File: src/ipm_pkg.sv
// constants and types shared by the imu power-mode controller
package ipm_pkg;

  // timing, as printed, and derived clock counts
  localparam int CLK_PERIOD_NS     = 5;
  localparam int PWRUP_TIME_US     = 10000;
  localparam int GYR_START_TIME_US = 10000;
  localparam int TIME_TICK_NS      = 39000;
  localparam int ACC_SAMPLE_HZ     = 1600;
  localparam int GYR_SAMPLE_HZ     = 6400;
  localparam int PWRUP_CYCLES      = PWRUP_TIME_US * 1000 / CLK_PERIOD_NS;
  localparam int GYR_START_CYCLES  = GYR_START_TIME_US * 1000 / CLK_PERIOD_NS;
  localparam int TIME_TICK_CYCLES  = TIME_TICK_NS / CLK_PERIOD_NS;
  localparam int ACC_TICK_CYCLES   = 1000000000 / (ACC_SAMPLE_HZ * CLK_PERIOD_NS);
  localparam int GYR_TICK_CYCLES   = 1000000000 / (GYR_SAMPLE_HZ * CLK_PERIOD_NS);
  // analogue settling before the first averaged sample, in 1600 Hz ticks
  localparam logic [7:0] ACC_SETTLE_TICKS = 8'h01;

  // register offsets
  localparam logic [7:0] ADDR_STATUS    = 8'h03;
  localparam logic [7:0] ADDR_GYR_L     = 8'h0c;
  localparam logic [7:0] ADDR_GYR_H     = 8'h0d;
  localparam logic [7:0] ADDR_ACC_L     = 8'h12;
  localparam logic [7:0] ADDR_ACC_H     = 8'h13;
  localparam logic [7:0] ADDR_TIME_0    = 8'h18;
  localparam logic [7:0] ADDR_TIME_1    = 8'h19;
  localparam logic [7:0] ADDR_TIME_2    = 8'h1a;
  localparam logic [7:0] ADDR_STAMP_0   = 8'h1c;
  localparam logic [7:0] ADDR_STAMP_1   = 8'h1d;
  localparam logic [7:0] ADDR_STAMP_2   = 8'h1e;
  localparam logic [7:0] ADDR_FIFO_PORT = 8'h24;
  localparam logic [7:0] ADDR_ACC_CFG   = 8'h40;
  localparam logic [7:0] ADDR_GYR_CFG   = 8'h42;
  localparam logic [7:0] ADDR_FIFO_DEC  = 8'h45;
  localparam logic [7:0] ADDR_MODE_CMD  = 8'h7e;

  // reset values
  localparam logic [7:0] ACC_CFG_RST  = 8'h03;
  localparam logic [7:0] GYR_CFG_RST  = 8'h03;
  localparam logic [7:0] FIFO_DEC_RST = 8'h00;

  // field layout of the config, command and status bytes
  localparam int ODR_LSB     = 0;
  localparam int AVG_LSB     = 4;
  localparam int US_BIT      = 7;
  localparam int DEC_ACC_LSB = 0;
  localparam int DEC_GYR_LSB = 4;
  localparam int REQ_ACC_LSB = 0;
  localparam int REQ_GYR_LSB = 4;
  localparam int ST_ACC_LSB  = 0;
  localparam int ST_BUSY_BIT = 2;
  localparam int ST_FIFO_BIT = 3;
  localparam int ST_GYR_LSB  = 4;
  localparam int ST_WAKE_BIT = 6;
  localparam int ST_RDY_BIT  = 7;

  // mode codes in the command and status bytes
  localparam logic [1:0] ACC_CODE_SUSP = 2'h0;
  localparam logic [1:0] ACC_CODE_NORM = 2'h1;
  localparam logic [1:0] ACC_CODE_LP   = 2'h2;
  localparam logic [1:0] GYR_CODE_SUSP = 2'h0;
  localparam logic [1:0] GYR_CODE_NORM = 2'h1;
  localparam logic [1:0] GYR_CODE_FSU  = 2'h3;

  typedef enum logic [2:0] {
    ACC_SUSP = 3'b001,
    ACC_NORM = 3'b010,
    ACC_LP   = 3'b100
  } ipm_acc_mode_e;

  typedef enum logic [3:0] {
    GYR_SUSP  = 4'b0001,
    GYR_FSU   = 4'b0010,
    GYR_START = 4'b0100,
    GYR_NORM  = 4'b1000
  } ipm_gyr_mode_e;

  typedef struct packed {
    logic        acc_valid;
    logic        gyr_valid;
    logic [15:0] acc_sample;
    logic [15:0] gyr_sample;
    logic [23:0] stamp;
  } ipm_frame_s;

endpackage

File: src/ipm_power_ctrl.sv
// power-mode control, filtering and frame decimation of the imu core
// Notes on behaviour
// - after reset both sensors sit in suspend until the host asks otherwise
// - power-up completes and ready rises within 10 ms
// - raw accel sampled at 1600 Hz, raw gyro at 6400 Hz, whatever the output rate
// - each stream averaged and decimated to the rate in its config byte
// - frames to fifo are further decimated by dropping whole frames
// - time stamp captured in the same cycle as each data update
// - accel low power duty-cycles; fifo readable only while awake
// - suspend takes no samples, keeps data and refuses fifo reads
// - suspend powers off sensing but register access stays live
// - gyro fast start-up keeps data and config, normal within 10 ms
// - only listed mode pairs; accel low power needs gyro suspended
// - one sensor's mode changes per step; host asks single moves only
// - normal to low power switching leaves output data untouched
// - mode requests accepted whatever the configured output rate
// - low power stays awake when sleep gap is too short
// - undersampling makes normal mode mimic low power averaging
// - each low power wake lasts settling plus averaged samples
// - undersampling bit set to one enables averaging-limited sampling
`timescale 1ns/1ps
module ipm_power_ctrl #(
  parameter int P_PWRUP_CYCLES     = ipm_pkg::PWRUP_CYCLES,
  parameter int P_GYR_START_CYCLES = ipm_pkg::GYR_START_CYCLES,
  parameter int P_TIME_TICK_CYCLES = ipm_pkg::TIME_TICK_CYCLES,
  parameter int P_ACC_TICK_CYCLES  = ipm_pkg::ACC_TICK_CYCLES,
  parameter int P_GYR_TICK_CYCLES  = ipm_pkg::GYR_TICK_CYCLES
) (
  input  wire logic                MCLK_I,
  input  wire logic                RST_I,
  input  wire logic [7:0]          REG_ADDR_I,
  input  wire logic [7:0]          REG_WDATA_I,
  input  wire logic                REG_WR_I,
  input  wire logic                REG_RD_I,
  output      logic [7:0]          REG_RDATA_O,
  input  wire logic [15:0]         ACC_SAMPLE_I,
  input  wire logic [15:0]         GYR_SAMPLE_I,
  input  wire logic [7:0]          FIFO_BYTE_I,
  output      logic                FIFO_POP_O,
  output      logic                FIFO_WR_O,
  output      ipm_pkg::ipm_frame_s FIFO_FRAME_O,
  output      logic                ACC_PWR_O,
  output      logic                GYR_PWR_O,
  output      logic                GYR_DRIVE_O,
  output      logic                READY_O
);
  import ipm_pkg::*;

  typedef struct packed {
    ipm_acc_mode_e      acc_mode;
    ipm_gyr_mode_e      gyr_mode;
    logic [1:0]         gyr_code;
    logic               ready;
    logic [23:0]        pwr_cnt;
    logic [23:0]        gyr_cnt;
    logic [23:0]        acc_tick_cnt;
    logic [23:0]        gyr_tick_cnt;
    logic [23:0]        time_tick_cnt;
    logic [23:0]        sensor_time;
    logic [23:0]        data_stamp;
    logic [7:0]         acc_cfg;
    logic [7:0]         gyr_cfg;
    logic [7:0]         fifo_dec;
    logic [7:0]         acc_idx;
    logic [7:0]         gyr_idx;
    logic signed [23:0] acc_sum;
    logic signed [23:0] gyr_sum;
    logic [15:0]        acc_data;
    logic [15:0]        gyr_data;
    logic [7:0]         acc_frame;
    logic [7:0]         gyr_frame;
    logic               acc_awake;
    logic               fifo_wr;
    ipm_frame_s         frame;
    logic [7:0]         rdata;
  } ipm_state_s;

  ipm_state_s         st;
  ipm_state_s         n;

  logic               acc_tick;
  logic               gyr_tick;
  logic               time_tick;
  logic               acc_on;
  logic               acc_lp;
  logic [2:0]         acc_shift;
  logic [2:0]         acc_avg;
  logic [2:0]         used_exp;
  logic [7:0]         used;
  logic [7:0]         acc_last;
  logic [8:0]         win_end;
  logic               duty_ok;
  logic [7:0]         offset;
  logic               in_window;
  logic               awake;
  logic signed [23:0] acc_sum_in;
  logic signed [23:0] gyr_sum_in;
  logic [2:0]         gyr_shift;
  logic [7:0]         gyr_last;
  logic               acc_upd;
  logic               gyr_upd;
  logic [7:0]         acc_flast;
  logic [7:0]         gyr_flast;
  logic               fifo_ok;
  logic [1:0]         acc_code;
  logic [7:0]         status;
  logic               req_ok;
  ipm_acc_mode_e      tgt_acc;
  ipm_gyr_mode_e      tgt_gyr;

  always_comb begin
    n = st;
    n.fifo_wr = 1'b0;
    n.frame.acc_valid = 1'b0;
    n.frame.gyr_valid = 1'b0;

    if (!st.ready) begin
      if (st.pwr_cnt >= 24'(P_PWRUP_CYCLES - 1)) begin
        n.ready = 1'b1;
      end else begin
        n.pwr_cnt = st.pwr_cnt + 24'h000001;
      end
    end

    // fixed raw sample ticks, free running in every mode
    acc_tick = (st.acc_tick_cnt == 24'(P_ACC_TICK_CYCLES - 1));
    gyr_tick = (st.gyr_tick_cnt == 24'(P_GYR_TICK_CYCLES - 1));
    time_tick = (st.time_tick_cnt == 24'(P_TIME_TICK_CYCLES - 1));
    n.acc_tick_cnt = acc_tick ? '0 : st.acc_tick_cnt + 24'h000001;
    n.gyr_tick_cnt = gyr_tick ? '0 : st.gyr_tick_cnt + 24'h000001;
    n.time_tick_cnt = time_tick ? '0 : st.time_tick_cnt + 24'h000001;
    n.sensor_time = time_tick ? st.sensor_time + 24'h000001 : st.sensor_time;

    // accel window arithmetic; the rate field is decoupled from the mode
    acc_on = (st.acc_mode != ACC_SUSP);
    acc_lp = (st.acc_mode == ACC_LP);
    acc_shift = st.acc_cfg[ODR_LSB +: 3];
    acc_avg = st.acc_cfg[AVG_LSB +: 3];
    acc_last = (8'h01 << acc_shift) - 8'h01;
    // undersampling limits the averaged samples per period
    // enabled by the undersample bit, always in low power
    if ((st.acc_cfg[US_BIT] || acc_lp) && (acc_avg < acc_shift)) begin
      used_exp = acc_avg;
    end else begin
      used_exp = acc_shift;
    end
    used = 8'h01 << used_exp;
    // wake spans settling plus the averaged samples
    win_end = {1'b0, ACC_SETTLE_TICKS} + {1'b0, used};
    // gap too short means staying awake for good
    duty_ok = (win_end < ({1'b0, acc_last} + 9'h001));
    offset = (acc_lp && duty_ok) ? ACC_SETTLE_TICKS : 8'h00;
    in_window = (st.acc_idx >= offset) &&
                ({1'b0, st.acc_idx} < ({1'b0, offset} + {1'b0, used}));
    // low power alternates between awake and suspended
    awake = (st.acc_mode == ACC_NORM) ||
            (acc_lp && (!duty_ok || ({1'b0, st.acc_idx} < win_end)));
    n.acc_awake = awake;

    acc_upd = 1'b0;
    acc_sum_in = st.acc_sum;
    if (awake && in_window) begin
      acc_sum_in = st.acc_sum + {{8{ACC_SAMPLE_I[15]}}, ACC_SAMPLE_I};
    end
    // suspend takes nothing and keeps the last data
    if (acc_tick && acc_on) begin
      if (st.acc_idx >= acc_last) begin
        n.acc_data = 16'(acc_sum_in >>> used_exp);
        n.acc_sum = '0;
        n.acc_idx = '0;
        acc_upd = 1'b1;
      end else begin
        n.acc_sum = acc_sum_in;
        n.acc_idx = st.acc_idx + 8'h01;
      end
    end

    // gyro samples only in normal, data kept otherwise
    gyr_upd = 1'b0;
    gyr_shift = st.gyr_cfg[ODR_LSB +: 3];
    gyr_last = (8'h01 << gyr_shift) - 8'h01;
    gyr_sum_in = st.gyr_sum + {{8{GYR_SAMPLE_I[15]}}, GYR_SAMPLE_I};
    if (gyr_tick && (st.gyr_mode == GYR_NORM)) begin
      if (st.gyr_idx >= gyr_last) begin
        n.gyr_data = 16'(gyr_sum_in >>> gyr_shift);
        n.gyr_sum = '0;
        n.gyr_idx = '0;
        gyr_upd = 1'b1;
      end else begin
        n.gyr_sum = gyr_sum_in;
        n.gyr_idx = st.gyr_idx + 8'h01;
      end
    end

    // stamp moves with the data registers
    if (acc_upd || gyr_upd) begin
      n.data_stamp = st.sensor_time;
      n.frame.stamp = st.sensor_time;
    end

    // drop whole frames on the way to the fifo
    acc_flast = (8'h01 << st.fifo_dec[DEC_ACC_LSB +: 3]) - 8'h01;
    gyr_flast = (8'h01 << st.fifo_dec[DEC_GYR_LSB +: 3]) - 8'h01;
    if (acc_upd) begin
      if (st.acc_frame >= acc_flast) begin
        n.acc_frame = '0;
        n.frame.acc_valid = 1'b1;
        n.frame.acc_sample = n.acc_data;
        n.fifo_wr = 1'b1;
      end else begin
        n.acc_frame = st.acc_frame + 8'h01;
      end
    end
    if (gyr_upd) begin
      if (st.gyr_frame >= gyr_flast) begin
        n.gyr_frame = '0;
        n.frame.gyr_valid = 1'b1;
        n.frame.gyr_sample = n.gyr_data;
        n.fifo_wr = 1'b1;
      end else begin
        n.gyr_frame = st.gyr_frame + 8'h01;
      end
    end

    // gyro start-up to normal, bounded count
    unique case (st.gyr_mode)
      GYR_START: begin
        if (st.gyr_cnt >= 24'(P_GYR_START_CYCLES - 1)) begin
          n.gyr_mode = GYR_NORM;
          // code changes only once normal is reached
          n.gyr_code = GYR_CODE_NORM;
        end else begin
          n.gyr_cnt = st.gyr_cnt + 24'h000001;
        end
      end
      GYR_SUSP, GYR_FSU, GYR_NORM: begin
        n.gyr_cnt = '0;
      end
    endcase

    // decode of a mode request
    req_ok = 1'b1;
    case (REG_WDATA_I[REQ_ACC_LSB +: 2])
      ACC_CODE_SUSP: tgt_acc = ACC_SUSP;
      ACC_CODE_NORM: tgt_acc = ACC_NORM;
      ACC_CODE_LP:   tgt_acc = ACC_LP;
      default: begin
        tgt_acc = st.acc_mode;
        req_ok = 1'b0;
      end
    endcase
    case (REG_WDATA_I[REQ_GYR_LSB +: 2])
      GYR_CODE_SUSP: tgt_gyr = GYR_SUSP;
      GYR_CODE_NORM: tgt_gyr = GYR_NORM;
      GYR_CODE_FSU:  tgt_gyr = GYR_FSU;
      default: begin
        tgt_gyr = st.gyr_mode;
        req_ok = 1'b0;
      end
    endcase
    // exactly one sensor may move per request
    if ((tgt_acc != st.acc_mode) == (tgt_gyr != st.gyr_mode)) begin
      req_ok = 1'b0;
    end
    // low power only beside a suspended gyro
    if ((tgt_acc == ACC_LP) && (tgt_gyr != GYR_SUSP)) begin
      req_ok = 1'b0;
    end
    // refused while starting up or before ready
    if ((st.gyr_mode == GYR_START) || !st.ready) begin
      req_ok = 1'b0;
    end

    // registers stay reachable in every mode once ready
    if (REG_WR_I && st.ready) begin
      case (REG_ADDR_I)
        // rate settings independent of the mode
        ADDR_ACC_CFG:  n.acc_cfg = REG_WDATA_I;
        ADDR_GYR_CFG:  n.gyr_cfg = REG_WDATA_I;
        ADDR_FIFO_DEC: n.fifo_dec = REG_WDATA_I;
        ADDR_MODE_CMD: begin
          // accel data and sums untouched by the switch
          if (req_ok && (tgt_acc != st.acc_mode)) begin
            n.acc_mode = tgt_acc;
          end
          if (req_ok && (tgt_gyr != st.gyr_mode)) begin
            if (tgt_gyr == GYR_NORM) begin
              n.gyr_mode = GYR_START;
              n.gyr_cnt = '0;
            end else begin
              n.gyr_mode = tgt_gyr;
              n.gyr_code = REG_WDATA_I[REQ_GYR_LSB +: 2];
            end
          end
        end
        default: ;
      endcase
    end

    // fifo readable in low power only while awake
    fifo_ok = (st.acc_mode == ACC_NORM) || (st.gyr_mode == GYR_NORM) ||
              (acc_lp && st.acc_awake);
    case (st.acc_mode)
      ACC_NORM: acc_code = ACC_CODE_NORM;
      ACC_LP:   acc_code = ACC_CODE_LP;
      default:  acc_code = ACC_CODE_SUSP;
    endcase
    status = '0;
    status[ST_ACC_LSB +: 2] = acc_code;
    status[ST_BUSY_BIT] = (st.gyr_mode == GYR_START);
    status[ST_FIFO_BIT] = fifo_ok;
    status[ST_GYR_LSB +: 2] = st.gyr_code;
    status[ST_WAKE_BIT] = st.acc_awake;
    status[ST_RDY_BIT] = st.ready;

    if (REG_RD_I) begin
      case (REG_ADDR_I)
        ADDR_STATUS:    n.rdata = status;
        ADDR_GYR_L:     n.rdata = st.gyr_data[7:0];
        ADDR_GYR_H:     n.rdata = st.gyr_data[15:8];
        ADDR_ACC_L:     n.rdata = st.acc_data[7:0];
        ADDR_ACC_H:     n.rdata = st.acc_data[15:8];
        ADDR_TIME_0:    n.rdata = st.sensor_time[7:0];
        ADDR_TIME_1:    n.rdata = st.sensor_time[15:8];
        ADDR_TIME_2:    n.rdata = st.sensor_time[23:16];
        ADDR_STAMP_0:   n.rdata = st.data_stamp[7:0];
        ADDR_STAMP_1:   n.rdata = st.data_stamp[15:8];
        ADDR_STAMP_2:   n.rdata = st.data_stamp[23:16];
        // no fifo data while asleep, reads as zero
        ADDR_FIFO_PORT: n.rdata = (fifo_ok && st.ready) ? FIFO_BYTE_I : 8'h00;
        ADDR_ACC_CFG:   n.rdata = st.acc_cfg;
        ADDR_GYR_CFG:   n.rdata = st.gyr_cfg;
        ADDR_FIFO_DEC:  n.rdata = st.fifo_dec;
        default:        n.rdata = 8'h00;
      endcase
    end
  end

  // a popped byte is only taken when the read is honoured
  assign FIFO_POP_O = REG_RD_I && (REG_ADDR_I == ADDR_FIFO_PORT) &&
                      fifo_ok && st.ready;

  always_ff @(posedge MCLK_I or posedge RST_I) begin
    if (RST_I) begin
      st <= '0;
      st.acc_mode <= ACC_SUSP;
      st.gyr_mode <= GYR_SUSP;
      st.gyr_code <= GYR_CODE_SUSP;
      st.acc_cfg <= ACC_CFG_RST;
      st.gyr_cfg <= GYR_CFG_RST;
      st.fifo_dec <= FIFO_DEC_RST;
    end else begin
      st <= n;
    end
  end

  assign REG_RDATA_O = st.rdata;
  assign FIFO_WR_O = st.fifo_wr;
  assign FIFO_FRAME_O = st.frame;
  // sensing power follows the awake phase, a cycle behind
  assign ACC_PWR_O = st.acc_awake;
  assign GYR_PWR_O = (st.gyr_mode == GYR_START) || (st.gyr_mode == GYR_NORM);
  assign GYR_DRIVE_O = (st.gyr_mode != GYR_SUSP);
  assign READY_O = st.ready;

endmodule

File: config.mk
export PLATFORM = sky130hd
export DESIGN_NAME = ipm_power_ctrl
export DESIGN_NICKNAME = d
export VERILOG_FILES = /design/src/ipm_pkg.sv /design/src/ipm_power_ctrl.sv
export SDC_FILE = /design/constraint.sdc
export NUM_CORES = 1
export LEC_CHECK = 0
export ABC_CLOCK_PERIOD_IN_PS = 20200
export BUFFER_PORTS_ARGS = -buffer_cell sky130_fd_sc_hd__buf_2
export CAP_MARGIN = 20
export CORE_MARGIN = 1
export CORE_UTILIZATION = 55
export DETAILED_ROUTE_END_ITERATION = 10
export PLACE_DENSITY = 0.73
export SETUP_SLACK_MARGIN = 0.1
export SLEW_MARGIN = 0
export SYNTH_ARGS = -nofsm -noshare
export SYNTH_HDL_FRONTEND = slang
export SYNTH_SLANG_ARGS = --single-unit
File: constraint.sdc
create_clock -name MCLK_I -period 20.2 [get_ports MCLK_I]
set_input_delay 2.02 -clock MCLK_I [delete_from_list [all_inputs] [get_ports MCLK_I]]
set_output_delay 2.02 -clock MCLK_I [all_outputs]
set_load 0.005 [all_outputs]
After elaboration in Yosys (flattened, before gate mapping)
Cells that the tools add are included.
{ "classes": {"mul": 0, "n_shift": 7, "div": 0, "eq_ne": 37, "n_reduce_logical": 38, "n_lt_le_gt_ge": 11, "mux": 52, "bitwise_logic": 2, "n_addsub": 19} }
{ "ops": {"columns": ["cell", "n"], "rows": [
  ["$mux W24", 12],
  ["$add A24 B1 Y24 const B", 6],
  ["$pmux W8 S15", 1],
  ["$eq A8 B5 Y1 const B", 8],
  ["$mux W16", 4],
  ["$add A24 B24 Y24", 2],
  ["$ge A24 B21 Y1 const B", 2],
  ["$pmux W24 S2", 1],
  ["$sshr A24 B3 Y16", 2],
  ["$mux W8", 5],
  ["$shl A1 B3 Y8 const A", 5],
  ["$add A8 B1 Y8 const B", 4],
  ["$eq A8 B7 Y1 const B", 4],
  ["$ge A8 B8 Y1", 4],
  ["$sub A8 B1 Y8 const B", 4],
  ["$mux W6", 5],
  ["$mux W25", 1],
  ["$eq A24 B13 Y1 const B", 1],
  ["$eq A24 B15 Y1 const B", 1],
  ["$eq A24 B17 Y1 const B", 1],
  ["$lt A8 B9 Y1", 2],
  ["$eq A8 B4 Y1 const B", 2],
  ["$logic_and A1 B1 Y1", 16],
  ["$mux W1", 15],
  ["other kinds (34)", 58]
]} }
{ "word_totals": {"memories": 0, "ramBits": 0, "in_bits": 60, "elab_cells": 195, "reg_bits": 358, "mem_bits_ro": 0, "latchBits": 0} }

Logic depth before layout (Yosys ltp)
{ "logic_depth": {"ltp_word": 17, "ltp_mapped": 31, "ltp_nobuf": 26} }

Worst setup path before layout
No wires, ideal clock.
{ "synth_timing": {"path_type": "register to register", "from": "reg st, in the netlist acc_shift[1]", "to": "reg st, in the netlist FIFO_FRAME_O[55]", "required_ps": 20076, "n_path_buf": 7, "setup_time_ps": 124, "setup_slack_ps": 13580, "stages_incl_launch_ff": 31, "t_arrival_ps": 6496, "cell_sequence": "dfstp_2 clkbuf_1 inv_1 ha_1 o21ai_0 o221ai_4 mux2_2 clkbuf_1 clkbuf_1 nor2_1 ha_1 nand4_1 or4_1 and4_1 ha_1 ha_1 inv_1 ha_1 o21ai_0 o21bai_1 a21oi_1 o211ai_1 a31o_1 buf_6 buf_8 buf_6 buf_2 a21oi_1 o21ai_1 and3_1 o31a_1"} }
{ "synth_between": {"elab_chain_len": 16, "word_cells_on_any_way": 29} }
{ "synth_lines": {"columns": ["item", "line", "source"], "rows": [
  ["start: declaration", "ipm_power_ctrl.sv:78", "ipm_state_s st;"],
  ["start signal: assignment", "ipm_power_ctrl.sv:353", "st <= n;"],
  ["parallel branches: the longest is 16 deep, another holds $add A8 B1 Y9", null, null]
]} }
Parallel ways; which one is timed is not known.
A chain may end at the register's enable or synchronous reset.

==> metrics.md <==
| Metric | Value |
|---|---|
| R2R depth | 25 |
| Req. time, crit path | 20,620 ps |
| R2r setup slk | 12,630 ps |
| # setup viols final | 0 |
| Total Wirelength | 54.8 mm |
| Initial DRC Count | 1,523 |
| GRT met1 Usage | 37.3% |
| Initial antenna violation count | 2 |
| Final Worst Setup Slack | 12,630 ps |
| Top Usage Layer GRT | met2 |
| Slew margin rel. | 26.8% |
| Grt ovf | 0 |
| Maximum fanout along the worst path | 34 |
| Worst setup SP type | register |
| Area growth syn-to-layout | 8.74% |
| Max Slew Vio Count | 0 |
| Final HPWL from detailed placement | 40.3 mm |
| Vias in the first global route | 17.2k |
| Final Skew | 27.2 ps |
| Share of post-route cells with drive strength above 1 | 13.5% |
| Root Driver | clkbuf_16 |
| FP Rows | 72 |
| H-tree depth | 2 |
| Hold_buf cts | 0 |
| CP Class | reg2reg |
| Post-CTS Setup Inserts | 0 |
| First-pass GRT wire length | 89.5 mm |
| CTS sink cnt | 356 |
| Setup crit start | acc_shift[1]$_DFFE_PP1P_ |
| Synth Warn # | 0 |
| Final nets | 2,524 |
| Synthesized area | 21,900 µm² |
| Crit path to | st[109]$_DFF_PP0_ |
| Drt pass-1 iters | 5 |
| Drt via density | 6.09 |
| Tightest Hold Check Type | reg2reg |
| P per Cell Area | 65.6 nW/µm² |
| Final setup TNS | 0 ps |
| Drt wl/cell | 19.0 µm |
| Die area | 40,500 µm² |
| Crit. End Element | register |
| Run status | completed |
| Worst-Skew Late Latency | 560 ps |
| GR Util met3 | 4.31% |
| Fmax | 132 MHz |
| CTS tree | yes |
| Synth Instances | 2,305 |
| Top_reg_cell synth | dfrtp_1 |
| Crit Reg-Reg Startpoint | acc_shift[1]$_DFFE_PP1P_ |
| Final Hold Violating Endpoints | 0 |
| Worst vdd ir | 55.7 µV |
| Seq/Total Area, Yosys | 40.8% |
| CP arrival | 7990 ps |
| Synth unique cells | 88 |
| Vias | 17.6k |
| Asr flop ratio synth | 100% |
| P_leak | 11.0 nW |
| Pin count of the biggest net entering global routing | 128 |
| Top cells by area, synth | dfrtp_1 (40%), ha_1 (6.7%), nand2_1 (4.1%), xnor2_1 (3.6%), nor2_1 (3.6%) |
| Max clock buf depth | 3 |
| Flops & latches, synth | 356 |
| Avg Inst Size Synth | 9.48 µm² |
| Yosys top cell area share | 40.1% |
| Transition time of the tightest slew-check pin | 1070 ps |
| Antenna Violating Nets Remaining | 0 |
| Place WS | 12,720 ps |
| Post-CTS Resized | 0 |
| Met2 Use GR | 43.5% |
| Post-synth EDFFs | 0 |
| Top-count cell post-synth | dfrtp_1 |
| Max-cap violation count | 0 |
| Final RePlAce weighted congestion | 0.938 |
| Die width | 201 µm |
| I/O pin count | 132 |
| DRC violations left | 0 |
| GRT Overall Usage | 27.1% |
| Design Power | 1.56 mW |
| Worst-path clk slew | 60 ps |
| Period utilization | 37.5% |
| Post-synth top cells | dfrtp_1 (350), nand2_1 (238), nor2_1 (209), o21ai_0 (123), ha_1 (117) |
| CTS Buf Count | 39 |
| Core ar. | 38,900 µm² |
| R2R Path End | st[109]$_DFF_PP0_ |
| Post-synth top area cell | dfrtp_1 |
| Starting Density | 56.2% |
| Port bufs | 131 |
| Unrepaired setup endpoints after global routing | false |
| Die height | 201 µm |
| Min Tclk post-route | 7570 ps |
## through the flow
| step | utilization [%] | std cells | hold slack, ps | area (µm²) |
|---|---|---|---|---|
| floorplan | - | 2309 | 430 | 21900 |
| global placement | 57.6 | 2818 | 366 | 22400 |
| detailed placement | 57.7 | 2820 | 369 | 22400 |
| CTS | 61.0 | 2890 | 383 | 23800 |
| global route | 61.1 | 2892 | 396 | 23800 |
| finish | 61.1 | 2893 | 379 | 23800 |
## how the worst min path moves through the flow
| stage | start | end | slack [ps] | cells past startpoint |
|---|---|---|---|---|
| 2_1_floorplan | st[370]$_DFFE_PP0P_ | st[370]$_DFFE_PP0P_ | 430 | 1 |
| 3_3_place_gp | st[370]$_DFFE_PP0P_ | st[370]$_DFFE_PP0P_ | 370 | 0 |
| 3_5_place_dp | st[370]$_DFFE_PP0P_ | st[370]$_DFFE_PP0P_ | 370 | 0 |
| 4_1_cts | st[370]$_DFFE_PP0P_ | st[370]$_DFFE_PP0P_ | 380 | 0 |
| 5_1_grt | st[369]$_DFFE_PP0P_ | st[369]$_DFFE_PP0P_ | 400 | 0 |
| 6_report | st[371]$_DFFE_PP0P_ | st[371]$_DFFE_PP0P_ | 380 | 0 |
## per-layer routing
metal / part of all wire [%] / wire [µm]
met4: 3.0 / 1620
met5: 0.024 / 13
met3: 6.4 / 3510
met2: 46 / 25400
met1: 44 / 24300
## sequential cells by signal (all words and copies together) (netlist names)
register,cells
ACC_PWR_O,1
acc_shift,3
FIFO_WR_O,1
acc_avg,3
REG_RDATA_O,8
gyr_shift,3
st,278
FIFO_FRAME_O,58
READY_O,1
## layout by cell type, fill, tap and decap left out, types with 21 or more instances in the layout
master	instances
xnor2_1	90
nand2b_1	25
o21ai_0	123
dfrtp_1	350
mux2_2	65
nor2_1	208
nand4_1	48
inv_1	72
nand3_1	79
buf_2	131
mux2i_1	62
clkbuf_16	40
a221oi_1	21
ha_1	117
nand2_1	238
xor2_1	83
a21o_1	24
a21oi_1	103
and3_1	50
a22o_1	42
nor3_1	38
## cell type report
type                            count  area, µm²
Inverter                           73        282
Clock buffer                       59       1150
Clock inverter                     11        155
Multi-Input combinational cell   1727      11800
Antenna cell                        1       2.50
Tap cell                          518        648
Fill cell                        3260      15100
Timing Repair Buffer              148        781
Sequential cell                   356       8920
## power breakdown
part           switching, mW  internal [mW]
clock                  0.296          0.434
combinational         0.0751         0.0390
sequential           0.00104          0.715
## kinds of logic (layout without fill, tap and decap cells)
family / after synthesis / after routing / synth area share (%)
simple gates: 797 / 797 / 17.5
compound gates: 486 / 486 / 14.8
flops: 356 / 356 / 40.8
buf+inv: 226 / 291 / 5.19
xor+xnor: 173 / 173 / 6.93
mux: 146 / 146 / 7.83
fa+ha+maj: 119 / 119 / 6.88
other cells: 2 / 7 / 0.0344
## worst max-delay path, stage by stage, from the launching register on
cell	delay [ps]
dfstp_2	660
inv_1	170
ha_1	320
o21ai_0	290
o221ai_4	220
mux2_2	630
nand2_1	310
nor2_1	300
ha_1	210
nand4_1	110
or4_1	510
and4_1	230
ha_1	180
ha_1	180
xnor2_1	130
ha_1	270
o21ai_0	80
o21bai_1	130
a21oi_1	80
o211ai_1	180
a31o_2	850
mux2i_2	470
mux2i_1	170
and3_1	210
a221o_1	270
mux2_2	270
Power figures use the tool's default switching activity.
